<file path="config.mk">
export PLATFORM = sky130hd
export DESIGN_NAME = segment_display_status_sync
export DESIGN_NICKNAME = d
export VERILOG_FILES = /design/src/rtl/seg_disp_pkg.sv /design/src/rtl/frame_link_if.sv /design/src/rtl/frame_sequencer.sv /design/src/rtl/segment_display_status_sync.sv
export VERILOG_INCLUDE_DIRS = /design/src /design/src/rtl
export SDC_FILE = /design/constraint.sdc
export NUM_CORES = 1
export LEC_CHECK = 0
export ABC_AREA = 0
export BUFFER_PORTS_ARGS = -buffer_cell sky130_fd_sc_hd__buf_2
export CORE_MARGIN = 4
export CORE_UTILIZATION = 35
export DETAILED_ROUTE_END_ITERATION = 7
export MAX_ROUTING_LAYER = met4
export PLACE_DENSITY = 0.65
export SYNTH_ARGS = -nofsm -noshare
export SYNTH_HDL_FRONTEND = slang
export SYNTH_SLANG_ARGS = --single-unit
export TNS_END_PERCENT = 1
</file>
<file path="constraint.sdc">
create_clock -name SYS_CLK -period 3.3 [get_ports SYS_CLK]
set_clock_uncertainty 0.15 [all_clocks]
set_input_delay 0.33 -clock SYS_CLK [delete_from_list [all_inputs] [get_ports SYS_CLK]]
set_output_delay 0.33 -clock SYS_CLK [all_outputs]
set_load 0.02 [all_outputs]
</file>
<file path="src/rtl/seg_disp_params.svh">
`ifndef SEG_DISP_PARAMS_SVH
`define SEG_DISP_PARAMS_SVH
// ****************************************
// Register byte offsets
// ****************************************
`define OFS_DISPLAY_CTRL     8'h00
`define OFS_FRAME_CTRL       8'h04
`define OFS_DISPLAY_STATUS   8'h08
`define OFS_FLAG_CLEAR       8'h0C
// ****************************************
// Display control fields
// ****************************************
`define CTRL_ENABLE_BIT      0
`define CTRL_STEPUP_BIT      1
`define CTRL_VOLTAGE_BUFFER_ENABLE_BIT       2
`define CTRL_UPDREQ_BIT      3
`define CTRL_WIDTH           3
// ****************************************
// Frame control fields
// ****************************************
`define FCR_HD_BIT           0
`define FCR_PON_LSB          1
`define FCR_CC_LSB           4
`define FCR_FRAME_START_IRQ_ENABLE_BIT        8
`define FCR_UPDATE_DONE_IRQ_ENABLE_BIT        9
`define FCR_WIDTH            10
// ****************************************
// Status and clear fields
// ****************************************
`define SR_ENS_BIT           0
`define SR_SOF_BIT           1
`define SR_UDR_BIT           2
`define SR_UDD_BIT           3
`define SR_RDY_BIT           4
`define SR_FRAME_CTRL_SYNC_FLAG_BIT         5
`define CLR_SOFC_BIT         1
`define CLR_UPDATE_DONE_CLEAR_BIT         3
// ****************************************
// Reset values and timing
// ****************************************
`define STATUS_RESET         32'h0000_0020
`define FCR_RESET            10'h000
`define CTRL_RESET           3'h0
`define FRAME_DIV_DEFAULT    1000
`endif

</file>
<file path="src/rtl/seg_disp_pkg.sv">
package seg_disp_pkg;
   // One-hot bus slave states
   typedef enum logic [1:0] {
      BUS_IDLE = 2'b01,
      BUS_ACK  = 2'b10
   } bus_state_t;
   // Frame configuration as driven onto the glass
   typedef logic [9:0] frame_cfg_t;
endpackage : seg_disp_pkg

</file>
<file path="src/rtl/frame_link_if.sv">
`timescale 1ns/1ps
interface frame_link_if;
   import seg_disp_pkg::*;
   frame_cfg_t cfg_word;     // Last written frame control
   logic       cfg_wr;       // Software wrote frame control
   frame_cfg_t active_cfg;   // Configuration of current frame
   logic       frame_start;  // One-cycle frame boundary
   logic       applied;      // Shadow loaded at this boundary
   modport ctrl (output cfg_word, output cfg_wr,
                 input active_cfg, input frame_start, input applied);
   modport seq  (input cfg_word, input cfg_wr,
                 output active_cfg, output frame_start, output applied);
endinterface : frame_link_if

</file>
<file path="src/rtl/frame_sequencer.sv">
`timescale 1ns/1ps
`include "seg_disp_params.svh"
module frame_sequencer #(
   parameter int FRAME_DIV = `FRAME_DIV_DEFAULT
) (
   // Clock and reset
   input wire logic     clk,
   input wire logic     rst_n,
   // Link to register side
   frame_link_if.seq    lnk
);
   import seg_disp_pkg::*;

   logic [31:0] cnt_r;
   logic        pending_r;
   logic        tick;
   logic        load;

   // Frame boundary and shadow load decision
   assign tick = (cnt_r == 32'(FRAME_DIV - 1));
   assign load = tick & pending_r & ~lnk.cfg_wr;

   // Frame rate divider
   always_ff @(posedge clk or negedge rst_n) begin
      if (!rst_n) begin
         cnt_r <= 32'h0000_0000;
      end else if (tick) begin
         cnt_r <= 32'h0000_0000;
      end else begin
         cnt_r <= cnt_r + 32'h0000_0001;
      end
   end

   // pending until boundary
   always_ff @(posedge clk or negedge rst_n) begin
      if (!rst_n) begin
         pending_r <= 1'b0;
      end else if (lnk.cfg_wr) begin
         pending_r <= 1'b1;
      end else if (load) begin
         pending_r <= 1'b0;
      end
   end

   // shadow loads at boundary
   always_ff @(posedge clk or negedge rst_n) begin
      if (!rst_n) begin
         lnk.active_cfg  <= `FCR_RESET;
         lnk.frame_start <= 1'b0;
         lnk.applied     <= 1'b0;
      end else begin
         lnk.frame_start <= tick;
         lnk.applied     <= load;
         if (load) begin
            lnk.active_cfg <= lnk.cfg_word;
         end
      end
   end
endmodule : frame_sequencer

</file>
<file path="src/rtl/segment_display_status_sync.sv">
`timescale 1ns/1ps
`include "seg_disp_params.svh"
// Notes on behaviour
// Frame control drive fields apply at next frame start, IRQ enables at once
// Contrast stored now, driven next frame
// Frame control reads back last written value
// Buffer enable forces low divider off
// Sync flag sets on apply, clears on write
// Ready only when converter enabled and good
// Update done set wins over clear
// Update done with enable raises interrupt
// No update interrupt in stop mode
// No update interrupt while display disabled
// Status resets to sync flag only
// Status register writes are ignored
module segment_display_status_sync #(
   parameter int FRAME_DIV = `FRAME_DIV_DEFAULT
) (
   // Clock and reset
   input  wire logic        SYS_CLK,
   input  wire logic        RESETN,
   // Wishbone slave
   input  wire logic        WB_CYC_I,
   input  wire logic        WB_STB_I,
   input  wire logic        WB_WE_I,
   input  wire logic [7:0]  WB_ADR_I,
   input  wire logic [3:0]  WB_SEL_I,
   input  wire logic [31:0] WB_DAT_I,
   output      logic [31:0] WB_DAT_O,
   output      logic        WB_ACK_O,
   // Pins from outside the clock domain
   input  wire logic        STEPUP_OK,
   input  wire logic        STOP_MODE,
   // Drive configuration
   output      logic [2:0]  CONTRAST,
   output      logic [2:0]  PULSE_ON,
   output      logic        HIGH_DRIVE,
   output      logic        LOW_DIV_EN,
   output      logic        BUF_EN,
   output      logic        STEPUP_EN,
   output      logic        DISPLAY_EN,
   output      logic        FRAME_START,
   // Event requests
   output      logic        UPDATE_IRQ,
   output      logic        FRAME_IRQ
);
   import seg_disp_pkg::*;

   // ****************************************
   // Declarations
   // ****************************************
   logic [1:0]  rst_sync_r;
   logic        rst_n;
   logic [1:0]  pin_in;
   logic [1:0]  pin_meta_r;
   logic [1:0]  pin_sync_r;
   logic        stepup_ok_s;
   logic        stop_s;

   bus_state_t  bus_r;
   bus_state_t  bus_nxt;
   logic [31:0] rdata;
   logic [31:0] dat_r;
   logic        req;
   logic        commit_wr;
   logic        hit_ctrl;
   logic        hit_fcr;
   logic        hit_sr;
   logic        hit_clr;
   logic        wr_ctrl;
   logic        wr_fcr;
   logic        wr_clr;
   logic [31:0] ctrl_merged;
   logic [31:0] fcr_merged;
   logic [31:0] clr_merged;

   logic [2:0]  ctrl_r;
   frame_cfg_t  fcr_r;
   logic        udr_r;
   logic        udr_nxt;
   logic        sof_r;
   logic        sof_nxt;
   logic        udd_r;
   logic        udd_nxt;
   logic        frame_ctrl_sync_flag_r;
   logic        frame_ctrl_sync_flag_nxt;
   logic        display_enabled_flag;
   logic        rdy;
   logic        udd_done;
   logic        udd_clr;
   logic        sof_clr;
   logic [31:0] status;
   logic        low_div_nxt;
   logic        upd_irq_nxt;
   logic        frm_irq_nxt;

   frame_link_if lnk ();

   // ****************************************
   // Helpers
   // ****************************************
   // Byte lane merge under Wishbone select
   function automatic logic [31:0] lane_merge(
      input logic [31:0] old_v,
      input logic [31:0] new_v,
      input logic [3:0]  sel
   );
      logic [31:0] res;
      res = old_v;
      for (int i = 0; i < 4; i++) begin
         if (sel[i]) begin
            res[i*8 +: 8] = new_v[i*8 +: 8];
         end
      end
      return res;
   endfunction : lane_merge

   // Word-aligned address match
   function automatic logic addr_hit(
      input logic [7:0] adr,
      input logic [7:0] ofs
   );
      return (adr[7:2] == ofs[7:2]);
   endfunction : addr_hit

   // ****************************************
   // Reset and pin synchronisers
   // ****************************************
   // Reset release through two flops
   always_ff @(posedge SYS_CLK or negedge RESETN) begin
      if (!RESETN) begin
         rst_sync_r <= 2'h0;
      end else begin
         rst_sync_r <= {rst_sync_r[0], 1'b1};
      end
   end
   assign rst_n = rst_sync_r[1];

   assign pin_in = {STOP_MODE, STEPUP_OK};

   // Two-flop synchronisers for async pins
   genvar g;
   generate
      for (g = 0; g < 2; g++) begin : g_pin_sync
         always_ff @(posedge SYS_CLK or negedge rst_n) begin
            if (!rst_n) begin
               pin_meta_r[g] <= 1'b0;
               pin_sync_r[g] <= 1'b0;
            end else begin
               pin_meta_r[g] <= pin_in[g];
               pin_sync_r[g] <= pin_meta_r[g];
            end
         end
      end
   endgenerate

   assign stepup_ok_s = pin_sync_r[0];
   assign stop_s      = pin_sync_r[1];

   // ****************************************
   // Wishbone slave
   // ****************************************
   // Request, decode and commit strobes
   assign req       = WB_CYC_I & WB_STB_I;
   assign commit_wr = req & WB_WE_I & (bus_r == BUS_ACK);
   assign hit_ctrl  = addr_hit(WB_ADR_I, `OFS_DISPLAY_CTRL);
   assign hit_fcr   = addr_hit(WB_ADR_I, `OFS_FRAME_CTRL);
   assign hit_sr    = addr_hit(WB_ADR_I, `OFS_DISPLAY_STATUS);
   assign hit_clr   = addr_hit(WB_ADR_I, `OFS_FLAG_CLEAR);
   assign wr_ctrl   = commit_wr & hit_ctrl;
   // writes accepted at any time
   assign wr_fcr    = commit_wr & hit_fcr;
   assign wr_clr    = commit_wr & hit_clr;

   // Merged write values
   assign ctrl_merged = lane_merge({29'h0, ctrl_r}, WB_DAT_I,
                                   WB_SEL_I);
   assign fcr_merged  = lane_merge({22'h0, fcr_r}, WB_DAT_I,
                                   WB_SEL_I);
   assign clr_merged  = lane_merge(32'h0000_0000, WB_DAT_I,
                                   WB_SEL_I);

   // read returns written frame control
   assign rdata = hit_ctrl ? {28'h0, udr_r, ctrl_r} :
                  hit_fcr  ? {22'h0, fcr_r} :
                  hit_sr   ? status :
                  32'h0000_0000;

   // Next bus state
   always_comb begin
      bus_nxt = bus_r;
      case (bus_r)
         BUS_IDLE: begin
            if (req) begin
               bus_nxt = BUS_ACK;
            end
         end
         BUS_ACK: begin
            bus_nxt = BUS_IDLE;
         end
         default: begin
            bus_nxt = BUS_IDLE;
         end
      endcase
   end

   // Bus state and read data capture
   always_ff @(posedge SYS_CLK or negedge rst_n) begin
      if (!rst_n) begin
         bus_r <= BUS_IDLE;
         dat_r <= 32'h0000_0000;
      end else begin
         bus_r <= bus_nxt;
         if ((bus_r == BUS_IDLE) && req) begin
            dat_r <= rdata;
         end
      end
   end

   assign WB_ACK_O = (bus_r == BUS_ACK);
   assign WB_DAT_O = dat_r;

   // ****************************************
   // Software registers
   // ****************************************
   // status writes fall through
   always_ff @(posedge SYS_CLK or negedge rst_n) begin
      if (!rst_n) begin
         ctrl_r <= `CTRL_RESET;
         fcr_r  <= `FCR_RESET;
      end else begin
         if (wr_ctrl) begin
            ctrl_r <= ctrl_merged[2:0];
         end
         if (wr_fcr) begin
            fcr_r <= fcr_merged[9:0];
         end
      end
   end

   assign display_enabled_flag = ctrl_r[`CTRL_ENABLE_BIT];

   // ****************************************
   // Frame sequencing
   // ****************************************
   assign lnk.cfg_word = fcr_r;
   assign lnk.cfg_wr   = wr_fcr;

   frame_sequencer #(
      .FRAME_DIV (FRAME_DIV)
   ) u_seq (
      .clk   (SYS_CLK),
      .rst_n (rst_n),
      .lnk   (lnk.seq)
   );

   // ****************************************
   // Status flags
   // ****************************************
   // Clear strobes from the clear register
   assign sof_clr  = wr_clr & clr_merged[`CLR_SOFC_BIT];
   assign udd_clr  = wr_clr & clr_merged[`CLR_UPDATE_DONE_CLEAR_BIT];
   assign udd_done = lnk.frame_start & udr_r & display_enabled_flag;

   // Update request raised by software
   assign udr_nxt = (wr_ctrl & ctrl_merged[`CTRL_UPDREQ_BIT] & display_enabled_flag) |
                    (udr_r & ~udd_done & display_enabled_flag);

   // set wins over clear
   assign udd_nxt = udd_done | (udd_r & ~udd_clr);
   assign sof_nxt = (lnk.frame_start & display_enabled_flag) | (sof_r & ~sof_clr);

   // set on apply, clear on write
   assign frame_ctrl_sync_flag_nxt = lnk.applied | (frame_ctrl_sync_flag_r & ~wr_fcr);

   // ready needs converter on and good
   assign rdy = ctrl_r[`CTRL_STEPUP_BIT] & stepup_ok_s;

   // flags reset to sync only
   always_ff @(posedge SYS_CLK or negedge rst_n) begin
      if (!rst_n) begin
         udr_r   <= 1'b0;
         udd_r   <= 1'b0;
         sof_r   <= 1'b0;
         frame_ctrl_sync_flag_r <= 1'(`STATUS_RESET >> `SR_FRAME_CTRL_SYNC_FLAG_BIT);
      end else begin
         udr_r   <= udr_nxt;
         udd_r   <= udd_nxt;
         sof_r   <= sof_nxt;
         frame_ctrl_sync_flag_r <= frame_ctrl_sync_flag_nxt;
      end
   end

   // Status word assembly, reserved bits zero
   always_comb begin
      status                = 32'h0000_0000;
      status[`SR_ENS_BIT]   = display_enabled_flag;
      status[`SR_SOF_BIT]   = sof_r;
      status[`SR_UDR_BIT]   = udr_r;
      status[`SR_UDD_BIT]   = udd_r;
      status[`SR_RDY_BIT]   = rdy;
      status[`SR_FRAME_CTRL_SYNC_FLAG_BIT] = frame_ctrl_sync_flag_r;
   end

   // ****************************************
   // Drive outputs and requests
   // ****************************************
   // buffer forces low divider off
   assign low_div_nxt = ~ctrl_r[`CTRL_VOLTAGE_BUFFER_ENABLE_BIT] &
                        (lnk.active_cfg[`FCR_HD_BIT] |
                         (lnk.active_cfg[`FCR_PON_LSB +: 3] != 3'h0));

   // update request gating
   assign upd_irq_nxt = udd_r & fcr_r[`FCR_UPDATE_DONE_IRQ_ENABLE_BIT] & display_enabled_flag & ~stop_s;
   // Frame start enable acts immediately
   assign frm_irq_nxt = sof_r & fcr_r[`FCR_FRAME_START_IRQ_ENABLE_BIT] & display_enabled_flag;

   // contrast driven from frame shadow
   always_ff @(posedge SYS_CLK or negedge rst_n) begin
      if (!rst_n) begin
         CONTRAST    <= 3'h0;
         PULSE_ON    <= 3'h0;
         HIGH_DRIVE  <= 1'b0;
         LOW_DIV_EN  <= 1'b0;
         BUF_EN      <= 1'b0;
         STEPUP_EN   <= 1'b0;
         DISPLAY_EN  <= 1'b0;
         FRAME_START <= 1'b0;
      end else begin
         CONTRAST    <= lnk.active_cfg[`FCR_CC_LSB +: 3];
         PULSE_ON    <= lnk.active_cfg[`FCR_PON_LSB +: 3];
         HIGH_DRIVE  <= lnk.active_cfg[`FCR_HD_BIT];
         LOW_DIV_EN  <= low_div_nxt;
         BUF_EN      <= ctrl_r[`CTRL_VOLTAGE_BUFFER_ENABLE_BIT];
         STEPUP_EN   <= ctrl_r[`CTRL_STEPUP_BIT];
         DISPLAY_EN  <= display_enabled_flag;
         FRAME_START <= lnk.frame_start;
      end
   end

   // Registered interrupt requests
   always_ff @(posedge SYS_CLK or negedge rst_n) begin
      if (!rst_n) begin
         UPDATE_IRQ <= 1'b0;
         FRAME_IRQ  <= 1'b0;
      end else begin
         UPDATE_IRQ <= upd_irq_nxt;
         FRAME_IRQ  <= frm_irq_nxt;
      end
   end
endmodule : segment_display_status_sync

</file>
=== Word level (Yosys, flattened, before mapping) ===
Cells that the tools add are included.

* Register bits after elaboration: 113
* Bits of input ports: 51
* Output and inout port bits: 47

* Add/sub/neg operators: 1
* Equal/unequal tests: 7
* Muxes and demuxes: 10
* Bitwise logic cells: 38
* Reduce and logical (&&, ||, !) cells: 7

{| class="wikitable"
|+ Operators by type and width
! operator !! count
|-
| 32-bit by 1-bit adder with 32-bit output (second input constant) || 1
|-
| 32-bit by 10-bit equality test with 1-bit output (second input constant) || 1
|-
| 32-bit two-way mux || 1
|-
| 1-bit bitwise AND || 27
|-
| 10-bit two-way mux || 2
|-
| 6-bit by 2-bit equality test with 1-bit output (second input constant) || 2
|-
| 4-bit two-way mux || 2
|-
| 6-bit by 1-bit equality test with 1-bit output (second input constant) || 1
|-
| 6-bit logical NOT || 1
|-
| 6-bit two-way mux || 1
|-
| 1-bit NOT || 6
|-
| 2-bit AND reduction || 3
|-
| 1-bit OR || 5
|-
| 2-bit two-way mux || 2
|-
| 3-bit nonzero test || 1
|-
| 2-bit by 1-bit equality test with 1-bit output (second input constant) || 1
|-
| 2-bit equality test (second input constant) || 1
|-
| 1-bit two-way mux || 2
|-
| 2-bit != test (second input constant) || 1
|-
| 2-bit nonzero test || 1
|-
| 1-bit logical AND || 1
|}

=== Logic depth before layout (Yosys ltp) ===
* Word-level depth: 8
* Gate-level depth with buffers: 7
* Gate-level depth less buffers: 5

=== By module ===
From an unflattened synthesis, not the netlist that was laid out.

* Cells, all modules: 332
* Area, all modules: 4032.6 um^2

{| class="wikitable"
|+ Modules (own cells, without submodules)
! module !! times used !! cells each !! area an instance (um^2) !! sequential area each (um^2)
|-
| segment_display_status_sync || 1 || 166 || 2042.0 || 1228.7
|-
| frame_sequencer || 1 || 166 || 1990.7 || 1126.1
|}

=== Worst setup path after synthesis ===
OpenSTA, ideal clock, no wires.

* Path kind: register to register
* Start point: register u_seq.cnt_r[21]
* End point: register u_seq.lnk.active_cfg[0]
* Setup time: 0.125 ns
* Arrival: 1.801 ns
* Data required time: 3.025 ns
* Setup slack: 1.223 ns
* Cell stages (with the launch flop): 6
* Path buffers: 1
* Path through: dfrtp_1 nor4_4 nand4_1 or4b_1 buf_6 mux2_4

* Word-level cells in the longest chain between the ends: 3

{| class="wikitable"
|+ Ends and longest elaborated chain
! item !! RTL line !! text
|-
| from (decl) || frame_sequencer.sv:14 || <nowiki>logic [31:0] cnt_r;</nowiki>
|-
| from (signal assigned) || frame_sequencer.sv:30 || <nowiki>cnt_r <= cnt_r + 32'h0000_0001;</nowiki>
|-
| 32-bit by 10-bit equality test with 1-bit output || frame_sequencer.sv:20 || <nowiki>assign tick = (cnt_r == 32'(FRAME_DIV - 1));</nowiki>
|-
| 1-bit bitwise AND (2 in a row) || frame_sequencer.sv:21 || <nowiki>assign load = tick & pending_r & ~lnk.cfg_wr;</nowiki>
|-
| to (signal assigned) || frame_sequencer.sv:48 || <nowiki>lnk.active_cfg <= `FCR_RESET;</nowiki>
|-
| to (signal assigned) || frame_sequencer.sv:55 || <nowiki>lnk.active_cfg <= lnk.cfg_word;</nowiki>
|-
| to (decl) || frame_link_if.sv:12 || <nowiki>output active_cfg, output frame_start, output applied);</nowiki>
|}

No other way between the ends.
A chain may end at the register's enable or synchronous reset.

=== Worst setup path after layout ===
* Start point: register u_seq.cnt_r[0]
* End point: register u_seq.lnk.active_cfg[4]

Same word-level chain as after synthesis.

==> results.json <==
{
  "min_from": "WB_DAT_I[6]",
  "die_h_um": 114.2,
  "cp-startpoint": "u_seq.cnt_r[0]$_DFF_PN0_",
  "overflow": 0,
  "ir_worst_vdd_uv": 247.2,
  "clock-root-buffer": "clkbuf_16",
  "power_leakage_nw": 2.184,
  "route.detailed.drc": 0,
  "netlist_area_um2": 3949,
  "cp-start-kind": "flip-flop",
  "drt-pass1-iter-count": 4,
  "vias_per_cell": 4.861,
  "status": "finished clean",
  "crit_arrival_ps": 2560,
  "finalCritPeriodShare_pct": 75.52,
  "yosysSeqAreaShare_pct": 57.73,
  "gp_congestion": 0.7815,
  "fillCellCount": 1055,
  "ys_warn_count": 0,
  "fin_ws_ps": 807.9,
  "r2r_end": "u_seq.lnk.active_cfg[4]$_DFFE_PN0P_",
  "core_region_area_um2": 10940,
  "hp-class": "in2reg",
  "start_util_pct": 36.11,
  "clock_latency_ps": 340,
  "synthTopCellsByArea": "dfrtp_1, xnor2_1, buf_4",
  "clk_pin_slew_ps": 70,
  "fp.dieArea_um2": 13050,
  "setup-tns-final_ps": 0,
  "n_antenna_cell": 0,
  "hold_viol_final": 0,
  "drtIter0Drc": 147,
  "rows": 38,
  "pre_cts_ws_ps": 824.1,
  "synth_edf_count": 0,
  "layout.nets": 441,
  "dr_total_vias": 2596,
  "synth_cell_types": 47,
  "rr_worst_depth": 5,
  "max-cap-violations": 0,
  "drive_gt1_share_pct": 26.14,
  "r2r_setup_slack_ps": 810,
  "clock_sinks": 91,
  "cts_tree": "built",
  "synth_most_common_cell": "dfrtp_1",
  "rsz0062_at_grt": "no",
  "dpl_cell_area_um2": 4242,
  "p_per_area_nw_per_um2": 488.7,
  "hold_end": "fcr_r[6]$_DFFE_PN0P_",
  "finalSetupViolations": 0,
  "rr_startpoint": "u_seq.cnt_r[0]$_DFF_PN0_",
  "dp.cells": 515,
  "ctsResizeCount": 0,
  "cp_max_fo": 7,
  "grt_usage_pct": 13.31,
  "period_needed_ps": 2492,
  "end_kind": "flip-flop",
  "synth_common_cells": "dfrtp_1, nand2_1, buf_4",
  "slew_violations": 0,
  "final_cell_count_no_fill": 534,
  "layout.area.seq_um2": 2283,
  "dp_hpwl_um": 5553,
  "portBuffers": 49,
  "routed_wl_um": 7984,
  "ys_seq_elements": 91,
  "area_delta_synth_final_pct": 15.81,
  "synth.top_cell.area_share_pct": 56.40,
  "clockBufferDepth": 2,
  "synthCells": 333,
  "die_w_um": 114.2,
  "postRouteAntennaNets": 0,
  "worstPathRequired_ps": 3370,
  "fin_area_um2": 4573,
  "wl_per_cell_um": 14.95,
  "cts_buffers": 9,
  "htree_levels": 3,
  "multiInputGateArea_um2": 1508,
  "max_freq_mhz": 401.3,
  "avgSynthCellArea_um2": 11.86,
  "grt_pass1_wl_um": 13340,
  "grt_max_degree": 90,
  "grt_pass1_vias": 2663,
  "path_class": "reg2reg",
  "antenna_found_initial": 0,
  "hold_path_depth": 2,
  "ys.flop_type": "dfrtp_1",
  "num_io_pins": 98,
  "slew_headroom_pct": 25.87,
  "ys_async_sr_fraction_pct": 100.0,
  "synth_top_area_cell": "dfrtp_1",
  "worstMarginPinSlew_ps": 1112
}
==> worst max-delay path: stages (launching register included) <==
cell	delay [ps]
dfrtp_1	390
ha_1	210
and2_2	190
nand4_1	180
or4b_1	850
mux2_4	400
==> power breakdown <==
group          switching [W]  total [W]  internal [W]
clock network       0.000433    0.00103      0.000595
registers          0.0000220    0.00114       0.00112
logic              0.0000450  0.0000637     0.0000186
==> cell families (layout without fill, tap and decap cells) <==
family | after synthesis | in the layout | synth area share (%)
other | 2 | 23 | 0.1902
XOR/XNOR | 26 | 26 | 5.767
flip-flops | 91 | 91 | 57.73
AO/OA/AOI/OAI | 30 | 30 | 4.278
multiplexers | 24 | 24 | 7.414
AND/OR/NAND/NOR | 125 | 125 | 18.22
adder cells (fa/ha/maj) | 1 | 1 | 0.3168
buffers and inverters | 34 | 74 | 6.083
==> how the worst max path moves through the flow <==
| stage | endpoint | cells past startpoint |
|---|---|---|
| final | u_seq.lnk.active_cfg[4]$_DFFE_PN0P_ | 5 |
| after global routing | u_seq.lnk.active_cfg[4]$_DFFE_PN0P_ | 5 |
| after CTS | u_seq.lnk.active_cfg[4]$_DFFE_PN0P_ | 4 |
| after detailed placement | u_seq.lnk.active_cfg[4]$_DFFE_PN0P_ | 4 |
| after global placement | u_seq.lnk.active_cfg[4]$_DFFE_PN0P_ | 4 |
| after floorplan | BUF_EN$_DFF_PN0_ | 0 |
==> layout by cell type, fill, tap and decap left out, drive strengths merged, types with 2 or more instances in the layout <==
cell / netlist / routed
nor2: 17 / 17
o21ai: 18 / 18
and2: 3 / 3
dfrtp: 89 / 89
xnor2: 22 / 22
and4: 4 / 4
xor2: 4 / 4
mux2i: 3 / 3
inv: 4 / 6
dlygate4sd3: 0 / 3
nand2: 36 / 36
a21oi: 6 / 6
nor2b: 5 / 5
mux2: 21 / 21
conb: 2 / 23
clkbuf: 4 / 10
buf: 26 / 51
clkinv: 0 / 2
nand4b: 2 / 2
dfstp: 2 / 2
nor3: 3 / 3
and3: 6 / 6
and4b: 3 / 3
nand3: 13 / 13
nor4: 12 / 12
nand4: 16 / 16
==> flip-flops by register name (all words and copies together), names as in the netlist, 2 cells and up <==
register and count:
ctrl_r 3, WB_DAT_O 10, PULSE_ON 3, bus_r 2, CONTRAST 3, u_seq.lnk.active_cfg 7
fcr_r 10, u_seq.cnt_r 32, pin_meta_r 2, rst_sync_r 2
==> area by class of cell <==
type,count,area share (%)
Sequential cell,91,49.93
Clock buffer,10,5.007
Multi-Input combinational cell,229,32.97
Tap cell,140,3.830
Timing Repair Buffer,54,6.347
Inverter,4,0.3283
Clock inverter,6,1.587
==> per-stage QoR <==
stage                     hold slack, ps  utilization (%)  total power [W]
after floorplan                   -115.6                -         0.001221
after global placement            -35.08            38.79         0.001226
after detailed placement          -33.34            38.79         0.001227
after CTS                          61.45            41.82         0.002269
after global routing               65.61            41.82         0.002326
final                              73.61            41.82         0.002235
==> metal layers <==
metal,routed length [µm],track usage (%),vias to the layer above,part of all wire [%]
met1,3492,16.27,1288,44
met5,0,-,-,0
met4,92,3.642,0,1.2
met3,473,4.070,11,5.9
li1,-,-,1232,-
met2,3925,21.51,65,49
==> what timing repair did <==
action | CTS | global route
hold buffers | 3 | 0
endpoints found under the hold margin | 4 | 0
setup buffers | 0 | 0
Note: power is estimated with default switching activity, not from simulation.
